**src/hw/psw_cfg.svh**
```systemverilog
// offsets, field positions, reset values and counts of the symbol monitor block
`ifndef PSW_CFG_SVH
`define PSW_CFG_SVH

`define PSW_ADDR_W        12
`define PSW_DATA_W        16
`define PSW_OFS_MON       12'h559
`define PSW_OFS_POL       12'h55B
`define PSW_OFS_OAM       12'h55C
`define PSW_OFS_STAT      12'h5F0
`define PSW_OFS_IRQ_ST    12'h5F1
`define PSW_OFS_IRQ_MSK   12'h5F2

`define PSW_RST_MON       7'h51
`define PSW_RST_POL       5'h00
`define PSW_RST_OAM       2'h0
`define PSW_RST_MSK       2'h0

`define PSW_MON_TH_LSB    0
`define PSW_MON_TH_MSB    3
`define PSW_MON_IEEE      4
`define PSW_MON_FEN       5
`define PSW_MON_FVAL      6
`define PSW_MON_W         7

`define PSW_POL_TXP       0
`define PSW_POL_TXO       1
`define PSW_POL_RXP       2
`define PSW_POL_RXO       3
`define PSW_POL_AUTO      4
`define PSW_POL_W         5

`define PSW_OAM_TX        0
`define PSW_OAM_RX        1
`define PSW_OAM_CW        2

`define PSW_STAT_LL       0
`define PSW_STAT_LIVE     1
`define PSW_IRQ_RISE      0
`define PSW_IRQ_FALL      1
`define PSW_IRQ_W         2

`define PSW_NSYM          7
`define PSW_OAM_W         8
`define PSW_WIN_WORDS     256

`endif

```
**src/hw/psw_pkg.sv**
```systemverilog
// types shared by the symbol monitor block
`include "psw_cfg.svh"
package psw_pkg;

    // ternary symbol, two's complement: 0, +1, -1
    typedef logic [1:0] psw_tern_t;

    localparam psw_tern_t PSW_SYM_ZERO  = 2'h0;
    localparam psw_tern_t PSW_SYM_PLUS  = 2'h1;
    localparam psw_tern_t PSW_SYM_MINUS = 2'h3;

    typedef struct packed {
        logic                            valid;
        psw_tern_t [`PSW_NSYM-1:0]       sym;
    } psw_sym_word_t;

    typedef struct packed {
        logic                            valid;
        logic [`PSW_OAM_W-1:0]           data;
    } psw_oam_beat_t;

    typedef enum logic [1:0] {
        PSW_MON_IDLE = 2'b00,
        PSW_MON_RUN  = 2'b01
    } psw_mon_state_t;

endpackage : psw_pkg

```
**src/hw/psw_symbol_watchdog.sv**
```systemverilog
// symbol monitor, symbol polarity and order, and oam crc bit order for the pcs
//
// The plain strobed port is this design's own decision.
`timescale 1ns/1ns
`include "psw_cfg.svh"

// How it works
// [RL1] With forcing enabled the monitor status shows the force value, which resets to one while enable resets to zero.
// [RL2] A read-write force value bit holds the status shown whenever forcing is on.
// [RL3] With the standard enable bit set the monitor counters only run while the link is up.
// [RL4] Separate counters for 0, +1 and -1 symbols raise the status when any falls short of the threshold in a window.
// [RL5] With auto correction on and the device slave, transmit polarity follows the detected receive polarity.
// [RL6] With receive order inversion set, received symbols S0..S6 are taken as S6..S0.
// [RL7] With receive polarity inversion set, every received symbol is negated.
// [RL8] With transmit order inversion set, symbols S0..S6 go out as S6..S0, which the partner must undo.
// [RL9] With transmit polarity inversion set, every transmitted symbol is negated.
// [RL10] Data enters the receive crc checker lsb first with its bit at zero and msb first at one.
// [RL11] Data enters the transmit crc calculator lsb first with its bit at zero and msb first at one.
// [RL12] A latched-low bit reads zero once the monitor status was seen low, and re-arms when read.
// [RL13] Reserved bits read as zero and writes to them change nothing.
module psw_symbol_watchdog
    import psw_pkg::*;
#(
    parameter int WIN_WORDS = `PSW_WIN_WORDS
) (
    // clock and reset
    input  wire logic                      mclk_i,
    input  wire logic                      rstn_i,
    // register port
    input  wire logic [`PSW_ADDR_W-1:0]    addr_i,
    input  wire logic [`PSW_DATA_W-1:0]    wdata_i,
    input  wire logic                      we_i,
    input  wire logic                      re_i,
    output logic      [`PSW_DATA_W-1:0]    rdata_o,
    // link state
    input  wire logic                      link_up_i,
    input  wire logic                      is_slave_i,
    input  wire logic                      rx_pol_det_i,
    // symbol streams
    input  wire psw_sym_word_t             rx_i,
    output psw_sym_word_t                  rx_o,
    input  wire psw_sym_word_t             tx_i,
    output psw_sym_word_t                  tx_o,
    // oam crc feeds
    input  wire psw_oam_beat_t             rx_oam_i,
    output psw_oam_beat_t                  rx_crc_o,
    input  wire psw_oam_beat_t             tx_oam_i,
    output psw_oam_beat_t                  tx_crc_o,
    // monitor and interrupt
    output logic                           mon_stat_o,
    output logic                           irq_o
);

    localparam int N   = `PSW_NSYM;
    localparam int WW  = $clog2(WIN_WORDS);
    localparam logic [WW-1:0] WIN_LAST = WW'(WIN_WORDS - 1);

    generate
        if (WIN_WORDS < 2 || WIN_WORDS > 65536) begin : g_bad_win
            $error("WIN_WORDS out of range");
        end
    endgenerate

    function automatic psw_tern_t neg_sym(input psw_tern_t s);
        return 2'(~s + 2'h1);
    endfunction : neg_sym

    function automatic logic [`PSW_OAM_W-1:0] bit_rev(input logic [`PSW_OAM_W-1:0] d);
        logic [`PSW_OAM_W-1:0] r;
        r = '0;
        for (int k = 0; k < `PSW_OAM_W; k++) begin
            r[k] = d[`PSW_OAM_W-1-k];
        end
        return r;
    endfunction : bit_rev

    function automatic logic [2:0] cnt_cls(input psw_tern_t [N-1:0] w, input psw_tern_t v);
        logic [2:0] n;
        n = 3'h0;
        for (int k = 0; k < N; k++) begin
            if (w[k] == v) begin
                n = 3'(n + 3'h1);
            end
        end
        return n;
    endfunction : cnt_cls

    // ---------------- registers
    logic [`PSW_MON_W-1:0]   mon_cfg_q;
    logic [`PSW_POL_W-1:0]   pol_cfg_q;
    logic [`PSW_OAM_CW-1:0]  oam_cfg_q;
    logic [`PSW_IRQ_W-1:0]   irq_st_q;
    logic [`PSW_IRQ_W-1:0]   irq_st_d;
    logic [`PSW_IRQ_W-1:0]   irq_msk_q;
    logic                    ll_q;
    logic                    mon_stat_q;
    logic                    mon_stat_d;
    logic                    raw_q;
    logic [`PSW_DATA_W-1:0]  rd_d;
    logic [`PSW_DATA_W-1:0]  rdata_q;
    logic                    irq_q;

    wire sel_mon  = (addr_i == `PSW_OFS_MON);
    wire sel_pol  = (addr_i == `PSW_OFS_POL);
    wire sel_oam  = (addr_i == `PSW_OFS_OAM);
    wire sel_stat = (addr_i == `PSW_OFS_STAT);
    wire sel_ist  = (addr_i == `PSW_OFS_IRQ_ST);
    wire sel_msk  = (addr_i == `PSW_OFS_IRQ_MSK);

    wire [3:0] mon_th  = mon_cfg_q[`PSW_MON_TH_MSB:`PSW_MON_TH_LSB];
    wire       ieee_en = mon_cfg_q[`PSW_MON_IEEE];
    wire       frc_en  = mon_cfg_q[`PSW_MON_FEN];
    wire       frc_val = mon_cfg_q[`PSW_MON_FVAL];

    // only the defined field bits are stored [RL13]
    always_ff @(posedge mclk_i) begin
        if (!rstn_i) begin
            mon_cfg_q <= `PSW_RST_MON;
            pol_cfg_q <= `PSW_RST_POL;
            oam_cfg_q <= `PSW_RST_OAM;
            irq_msk_q <= `PSW_RST_MSK;
        end else if (we_i) begin
            if (sel_mon) mon_cfg_q <= wdata_i[`PSW_MON_W-1:0];     // [RL2]
            if (sel_pol) pol_cfg_q <= wdata_i[`PSW_POL_W-1:0];
            if (sel_oam) oam_cfg_q <= wdata_i[`PSW_OAM_CW-1:0];
            if (sel_msk) irq_msk_q <= wdata_i[`PSW_IRQ_W-1:0];
        end
    end

    // read decode, unmapped and reserved bits give zero
    always_comb begin
        rd_d = '0;
        if (sel_mon) begin
            rd_d[`PSW_MON_W-1:0] = mon_cfg_q;                        // [RL13]
        end else if (sel_pol) begin
            rd_d[`PSW_POL_W-1:0] = pol_cfg_q;
        end else if (sel_oam) begin
            rd_d[`PSW_OAM_CW-1:0] = oam_cfg_q;
        end else if (sel_stat) begin
            rd_d[`PSW_STAT_LL]   = ll_q;
            rd_d[`PSW_STAT_LIVE] = mon_stat_q;
        end else if (sel_ist) begin
            rd_d[`PSW_IRQ_W-1:0] = irq_st_q;
        end else if (sel_msk) begin
            rd_d[`PSW_IRQ_W-1:0] = irq_msk_q;
        end
    end

    always_ff @(posedge mclk_i) begin
        if (!rstn_i) begin
            rdata_q <= '0;
        end else begin
            rdata_q <= re_i ? rd_d : '0;
        end
    end

    // ---------------- symbol datapath
    psw_tern_t [N-1:0] rx_fix;
    psw_tern_t [N-1:0] tx_fix;

    // slave follows detected rx polarity on top of the manual setting
    wire tx_pol_eff = pol_cfg_q[`PSW_POL_TXP] ^
                      (pol_cfg_q[`PSW_POL_AUTO] & is_slave_i & rx_pol_det_i);   // [RL5] [RL9]

    generate
        for (genvar i = 0; i < N; i++) begin : g_sym
            wire psw_tern_t rx_ord = pol_cfg_q[`PSW_POL_RXO] ? rx_i.sym[N-1-i] : rx_i.sym[i];  // [RL6]
            wire psw_tern_t tx_ord = pol_cfg_q[`PSW_POL_TXO] ? tx_i.sym[N-1-i] : tx_i.sym[i];  // [RL8]
            assign rx_fix[i] = pol_cfg_q[`PSW_POL_RXP] ? neg_sym(rx_ord) : rx_ord;           // [RL7]
            assign tx_fix[i] = tx_pol_eff ? neg_sym(tx_ord) : tx_ord;                        // [RL9]
        end
    endgenerate

    wire [`PSW_OAM_W-1:0] rx_crc_d = oam_cfg_q[`PSW_OAM_RX] ? bit_rev(rx_oam_i.data) : rx_oam_i.data; // [RL10]
    wire [`PSW_OAM_W-1:0] tx_crc_d = oam_cfg_q[`PSW_OAM_TX] ? bit_rev(tx_oam_i.data) : tx_oam_i.data; // [RL11]

    always_ff @(posedge mclk_i) begin
        if (!rstn_i) begin
            rx_o     <= '0;
            tx_o     <= '0;
            rx_crc_o <= '0;
            tx_crc_o <= '0;
        end else begin
            rx_o     <= '{valid: rx_i.valid, sym: rx_fix};
            tx_o     <= '{valid: tx_i.valid, sym: tx_fix};
            rx_crc_o <= '{valid: rx_oam_i.valid, data: rx_crc_d};
            tx_crc_o <= '{valid: tx_oam_i.valid, data: tx_crc_d};
        end
    end

    // ---------------- symbol monitor
    psw_mon_state_t st_q;
    logic [WW-1:0]  win_q;
    logic [2:0]     cls_short;

    // with the standard enable off the counters simply run free
    wire mon_go   = ieee_en ? link_up_i : 1'b1;                  // [RL3]
    wire run_ok   = (st_q == PSW_MON_RUN) && mon_go;
    wire mon_tick = run_ok && rx_i.valid;
    wire win_last = mon_tick && (win_q == WIN_LAST);

    always_ff @(posedge mclk_i) begin
        if (!rstn_i) begin
            st_q <= PSW_MON_IDLE;
        end else begin
            case (st_q)
                PSW_MON_IDLE: if (mon_go) st_q <= PSW_MON_RUN;
                PSW_MON_RUN:  if (!mon_go) st_q <= PSW_MON_IDLE;
                default:      st_q <= PSW_MON_IDLE;
            endcase
        end
    end

    always_ff @(posedge mclk_i) begin
        if (!rstn_i || !run_ok || win_last) begin
            win_q <= '0;                                         // [RL3]
        end else if (mon_tick) begin
            win_q <= WW'(win_q + 1'b1);
        end
    end

    // one saturating counter per symbol class: 0, +1, -1
    generate
        for (genvar c = 0; c < 3; c++) begin : g_cls
            localparam psw_tern_t CLS = (c == 0) ? PSW_SYM_ZERO : (c == 1) ? PSW_SYM_PLUS : PSW_SYM_MINUS;
            logic [3:0] cnt_q;
            wire  [4:0] sum   = {1'b0, cnt_q} + {2'b00, cnt_cls(rx_fix, CLS)};
            wire  [3:0] sat   = sum[4] ? 4'hF : sum[3:0];
            // the word closing the window still counts toward it
            assign cls_short[c] = (sat < mon_th);                    // [RL4]
            always_ff @(posedge mclk_i) begin
                if (!rstn_i || !run_ok || win_last) begin
                    cnt_q <= 4'h0;
                end else if (mon_tick) begin
                    cnt_q <= sat;                                    // [RL4]
                end
            end
        end
    endgenerate

    always_ff @(posedge mclk_i) begin
        if (!rstn_i || !run_ok) begin
            raw_q <= 1'b0;
        end else if (win_last) begin
            raw_q <= |cls_short;                                     // [RL4]
        end
    end

    assign mon_stat_d = frc_en ? frc_val : raw_q;                    // [RL1] [RL2]

    always_ff @(posedge mclk_i) begin
        if (!rstn_i) begin
            mon_stat_q <= 1'b0;
        end else begin
            mon_stat_q <= mon_stat_d;
        end
    end
    assign mon_stat_o = mon_stat_q;

    // latch low wins over the re-arm of a read in the same cycle
    always_ff @(posedge mclk_i) begin
        if (!rstn_i) begin
            ll_q <= 1'b1;
        end else if (!mon_stat_q) begin
            ll_q <= 1'b0;                                            // [RL12]
        end else if (re_i && sel_stat) begin
            ll_q <= 1'b1;
        end
    end

    // ---------------- interrupts
    wire [`PSW_IRQ_W-1:0] ev  = {mon_stat_q & ~mon_stat_d, ~mon_stat_q & mon_stat_d};
    wire [`PSW_IRQ_W-1:0] w1c = (we_i && sel_ist) ? wdata_i[`PSW_IRQ_W-1:0] : '0;
    assign irq_st_d = ev | (irq_st_q & ~w1c);

    always_ff @(posedge mclk_i) begin
        if (!rstn_i) begin
            irq_st_q <= '0;
            irq_q    <= 1'b0;
        end else begin
            irq_st_q <= irq_st_d;
            irq_q    <= |(irq_st_d & irq_msk_q);
        end
    end
    assign irq_o   = irq_q;
    assign rdata_o = rdata_q;
endmodule : psw_symbol_watchdog

```
**config.mk**
```make
export PLATFORM = sky130hd
export DESIGN_NAME = psw_symbol_watchdog
export DESIGN_NICKNAME = d
export VERILOG_FILES = /design/src/hw/psw_pkg.sv /design/src/hw/psw_symbol_watchdog.sv
export VERILOG_INCLUDE_DIRS = /design/src /design/src/hw
export SDC_FILE = /design/constraint.sdc
export NUM_CORES = 1
export LEC_CHECK = 0
export ABC_AREA = 1
export BUFFER_PORTS_ARGS = -buffer_cell sky130_fd_sc_hd__buf_4
export CAP_MARGIN = 15
export CORE_MARGIN = 8
export CORE_UTILIZATION = 59
export DETAILED_ROUTE_END_ITERATION = 6
export PLACE_DENSITY = 0.89
export SKIP_CTS_REPAIR_TIMING = 1
export SKIP_LAST_GASP = 1
export SLEW_MARGIN = 20
export SYNTH_ARGS = -nofsm -noshare
export SYNTH_HDL_FRONTEND = slang
export SYNTH_SLANG_ARGS = --single-unit
```
**constraint.sdc**
```tcl
create_clock -name mclk_i -period 11 [get_ports mclk_i]
set_input_delay 2.2 -clock mclk_i [delete_from_list [all_inputs] [get_ports mclk_i]]
set_output_delay 2.2 -clock mclk_i [all_outputs]
set_load 0.05 [all_outputs]
```
# == Word level (Yosys, flattened, before mapping) ==
# Index checks and enable logic that the tools add are counted.
# totals
ff_bits,108
# classes
addsub,36
n_lt_le_gt_ge,3
n_eq_ne,25
muxes,67
n_bitwise,25
n_reduce_logical,26
# ops
cell,count
"equality test 12 x 11 -> 1 bit, second input constant",6
two-way mux 2 bit,34
two-way mux 3 bit,19
"adder 3 x 1 -> 3 bit, second input constant",18
NOT 2 bit,15
"adder 2 x 1 -> 2 bit, second input constant",14
"equality test 2 x 1 -> 1 bit, second input constant",8
zero test 2 bit,8
two-way mux 8 bit,2
adder 4 x 3 -> 5 bit,3
"equality test 2 bit, second input constant",7
less-than comparator 4 bit,3
two-way mux 4 bit,3
AND reduction 2 bit,6
"adder 8 x 1 -> 8 bit, second input constant",1
"equality test 8 bit, second input constant",1
two-way mux 1 bit,7
logical AND 1 bit,5
two-way mux 5 bit,1
bitwise AND 1 bit,4
bitwise AND 2 bit,2
"!= test 2 bit, second input constant",2
one-hot mux 2 bit (2 select lines),1
AND reduction 3 bit,1
8 further kinds,11

# == Longest topological paths before layout ==
# logic_depth
ltp_word,22
depth_mapped,43
depth_no_buf,42

# == Worst setup path after synthesis ==
# No wires, ideal clock.
# synth_timing
path_type,input to register
from,input port rx_i[13] (netlist bit)
to,register raw_q
setup_ns,0.122
arrival_ns,6.801
t_required_ns,10.878
path_slack_ns,4.077
stages,40
cell_sequence,or2_2 -> o21ai_0 -> inv_1 -> nor2_1 -> o21ai_0 -> o21ai_0 -> nor2_1 -> ha_1 -> nand4_1 -> nand2_2 -> inv_2 -> ha_1 -> or2_2 -> nand3_1 -> nand2_1 -> nand2_1 -> and2_1 -> ha_1 -> (+4 left out) -> o21ai_0 -> nand2_1 -> nand2_1 -> inv_1 -> nor2_1 -> nand2_1 -> nand2_1 -> ha_1 -> nand2_1 -> nand2_1 -> nand2_1 -> nand2_1 -> ha_1 -> o21ai_0 -> nand2_1 -> nand3_1 -> a21oi_1 -> a31oi_1
# synth_via
elab_chain_cells,22
# synth_lines
element,line_no,text
"start, declared",psw_symbol_watchdog.sv:40,"input wire psw_sym_word_t rx_i,"
two-way mux 2 bit,psw_symbol_watchdog.sv:167,wire psw_tern_t rx_ord = pol_cfg_q[`PSW_POL_RXO] ? rx_i.sym[N-1-i] : rx_i.sym[i];
NOT 2 bit,psw_symbol_watchdog.sv:65,return 2'(~s + 2'h1);
adder 2 x 1 -> 2 bit,psw_symbol_watchdog.sv:65,
two-way mux 2 bit,psw_symbol_watchdog.sv:169,assign rx_fix[i] = pol_cfg_q[`PSW_POL_RXP] ? neg_sym(rx_ord) : rx_ord;
equality test 2 bit,psw_symbol_watchdog.sv:81,if (w[k] == v) begin
two-way mux 1 bit,psw_symbol_watchdog.sv:81,
adder 3 x 1 -> 3 bit,psw_symbol_watchdog.sv:82,n = 3'(n + 3'h1);
two-way mux 3 bit,psw_symbol_watchdog.sv:81,
(+7 left out),--,
two-way mux 3 bit,psw_symbol_watchdog.sv:81,
adder 3 x 1 -> 3 bit,psw_symbol_watchdog.sv:82,
two-way mux 3 bit (*),psw_symbol_watchdog.sv:81,
adder 4 x 3 -> 5 bit (*),psw_symbol_watchdog.sv:227,"wire [4:0] sum = {1'b0, cnt_q} + {2'b00, cnt_cls(rx_fix, CLS)};"
two-way mux 4 bit (*),psw_symbol_watchdog.sv:228,wire [3:0] sat = sum[4] ? 4'hF : sum[3:0];
net g_cls[2].sat[1],psw_symbol_watchdog.sv:228,
less-than comparator 4 bit (*),psw_symbol_watchdog.sv:230,assign cls_short[c] = (sat < mon_th);
OR reduction 3 bit (*),psw_symbol_watchdog.sv:245,raw_q <= |cls_short;
"end signal, assigned",psw_symbol_watchdog.sv:245,
"end, declared",psw_symbol_watchdog.sv:98,logic raw_q;
# Mark *: on every way through the listed nets, which the timed path passes. The rest lies on a longest branch.
# A chain may end at the register's enable or synchronous reset.

# == Final worst setup path ==
# layout_timing
from,input port rx_i[0] (netlist bit)
to,register raw_q
# The elaborated chain is that of the path after synthesis.

==> results.txt <==
Drt wl/cell -> 12.6 um
Largest family of logic cells by synthesized area -> simple AND/OR/NAND/NOR gates
Placed Area -> 7100 sq um
Total power -> 0.820 mW
Post-layout min period -> 7420 ps
Ant diodes -> 0
Critical path buffers and inverters -> 4
Yosys warnings -> 0
Post-Synth XOR/XNOR Area -> 3.48%
Clock root cell -> clkbuf_8
Global-route wire length before repair -> 24,500 um
Post-Layout Cell Count -> 1,143
Mapped Cells -> 881
Gr usage total -> 20.7%
Post-synth EDFFs -> 0
Worst slew pin tran -> 893 ps
Clk Latency, worst-skew pair -> 370 ps
Final Skew -> 13.3 ps
Synth-to-Final Area Change -> 19.8%
DP HPWL -> 11,300 um
ANT nets after route -> 0
TritonCTS clock tree -> built
CTS H-tree depth -> 3
IO Count -> 149
R2r endpoint -> raw_q
Simple-Gate Fraction of Synth Area -> 28.7%
Antenna violations before repair -> 0
Final Util -> 71.5%
Placer Congestion -> 0.858
Overall routed net length -> 14,400 um
PwrDens -> 113 nW/um^2
Ys flop type -> dfxtp_1
Worst Path Required -> 11,300 ps
Cell taking the most area after synthesis -> dfxtp_1
Count leader, synth -> nand2_1
Slew HR -> 40.4%
Setup Viol. Count Final -> 0
DP Cell Count -> 1,127
Maximum VDD drop -> 86.5 uV
Hold Crit Depth -> 2
Tcrit/Tclk final -> 67.4%
Worst r2r path cells -> 39
Multiplexer share of the synthesized area -> 0.988%
Status -> complete, no violations
# DRC -> 0
Row count -> 37
Critical path class -> in2reg
Adder-cell share of the synthesized area -> 9.84%
Vias in the first global route -> 5,616
CP endpoint kind -> register
WHS Endpoint -> rdata_o[6]
Pre-Repair DR Iteration Count -> 5
Via count -> 5,807
Vias/cell -> 5.08
Slew Limit Fails -> 0
Synth cell count leaders -> 193 x nand2_1, 121 x inv_1, 102 x nor2_1
Core area -> 10,200 sq um
Critical path's top delay family -> simple AND/OR/NAND/NOR gates
Design Area, Final -> 7280 sq um
CP arrival -> 7720 ps
Fmax -> 135 MHz
Maximum number of buffers from clock root to sink -> 2
Nets -> 1,131
Synth async-reset ratio -> 0%
Critical path's most frequent cell -> nand2_1
CP max stage cell -> o21ai_0
CTS Buf Count -> 9
Max FO, Critical Path -> 5
GR Overflow Total -> 0
FF-to-FF Start -> pol_cfg_q[3]
Share of cells above drive strength 1 -> 20.9%
Synth top area share -> 32.3%
Hold wc startpoint -> mon_cfg_q[6]
HP Class -> reg2reg
Hold Fails Final Rpt -> 0
1st-iter DRT viols -> 348
Complex-gate fraction of the synthesized area -> 14.0%
Yosys reg bits -> 98
Worst-path clk slew -> 100 ps
Max incr delay on CP -> 460 ps
Synth Area per Inst -> 6.90 sq um
Max cap viols -> 0
Flop2flop setup slack -> 4410 ps
Die Footprint -> 13,800 sq um
Synth unique cells -> 46
Initial Util -> 59.7%
Largest net degree at the start of global routing -> 51
PortBufs -> 130
Die Span X -> 118 um
RSZ-0062 raised after global routing -> no
Register area share after synthesis -> 32.3%
Area contributors post-synth -> dfxtp_1 32%, nand2_1 12%, ha_1 8.8%, inv_1 7.5%, o21ai_0 6.4%
Critical Path Start Type -> input pin
Fin Setup TNS -> 0 ps
Synth Cell Area -> 6080 sq um
Die height -> 118 um
CTS sink cnt -> 98
LEAKAGE -> 3.61 nW
[report_power, final]
group          switching [mW]  internal (mW)  leakage, nW
registers             0.00415          0.366        0.803
clock network           0.138         0.0862       0.0897
logic                   0.145         0.0814         2.72
[kinds of logic after synthesis]
| logic type | count (synthesis) |
|---|---|
| multiplexers | 6 |
| AO/OA/AOI/OAI | 152 |
| buffers and inverters | 158 |
| XOR/XNOR | 19 |
| adder cells (fa/ha/maj) | 46 |
| AND/OR/NAND/NOR | 401 |
| other | 1 |
| flip-flops | 98 |
[cells in the final DEF, fill, tap and decap left out, types with 12 or more instances in the layout]
cell type	Yosys	routed
buf_4	9	130
o21ai_0	78	78
or2_2	12	12
nand2_2	18	18
nand3_1	45	45
inv_1	121	121
nand2_1	193	193
dfxtp_1	98	98
nor2_1	102	102
ha_1	43	43
a21oi_1	45	45
[metrics by stage]
step                      hold slack, ps  setup slack (ps)
after floorplan                      422              4080
after global placement               436              3420
after detailed placement             440              3270
after CTS                            457              3620
after global routing                 482              2940
final                                459              3580
[cell type report]
cell class	count	area, sq um
flip-flops and latches	98	1960
clock buffers	9	124
inverters	130	488
clock inverters	7	60.1
multi-input cells	633	3500
well taps	136	170
repair buffers	130	976
fillers	839	2900
[registers in the layout, indices dropped and copies added (netlist names)]
register	flops
rdata_o	7
g_cls.cnt_q	12
win_q	8
rx_crc_o	9
st_q	1
ll_q	1
pol_cfg_q	5
mon_stat_o	1
tx_crc_o	9
tx_o	15
mon_cfg_q	7
rx_o	15
irq_o	1
irq_st_q	2
raw_q	1
irq_msk_q	2
oam_cfg_q	2
[how the worst max path moves through the flow]
stage / start / end / slack, ps / cells after the start
floorplan: rx_i[13] / raw_q / 4080 / 40
global placement: rx_i[0] / raw_q / 3420 / 38
detailed placement: rx_i[2] / raw_q / 3270 / 40
CTS: rx_i[0] / raw_q / 3620 / 40
global route: rx_i[0] / raw_q / 2940 / 40
finish: rx_i[0] / raw_q / 3580 / 38
[worst min-delay path, stage by stage, from the launching register on]
cell     delay [ps]
dfxtp_1         340
inv_1            50
nor2_1           40
[metal layers]
metal	share of wire, %	global-route usage (%)
met2	48	35.7
met1	43	23.9
met5	0	0
met3	7.3	6.67
met4	1.2	6.00
Power figures use the tool's default switching activity.
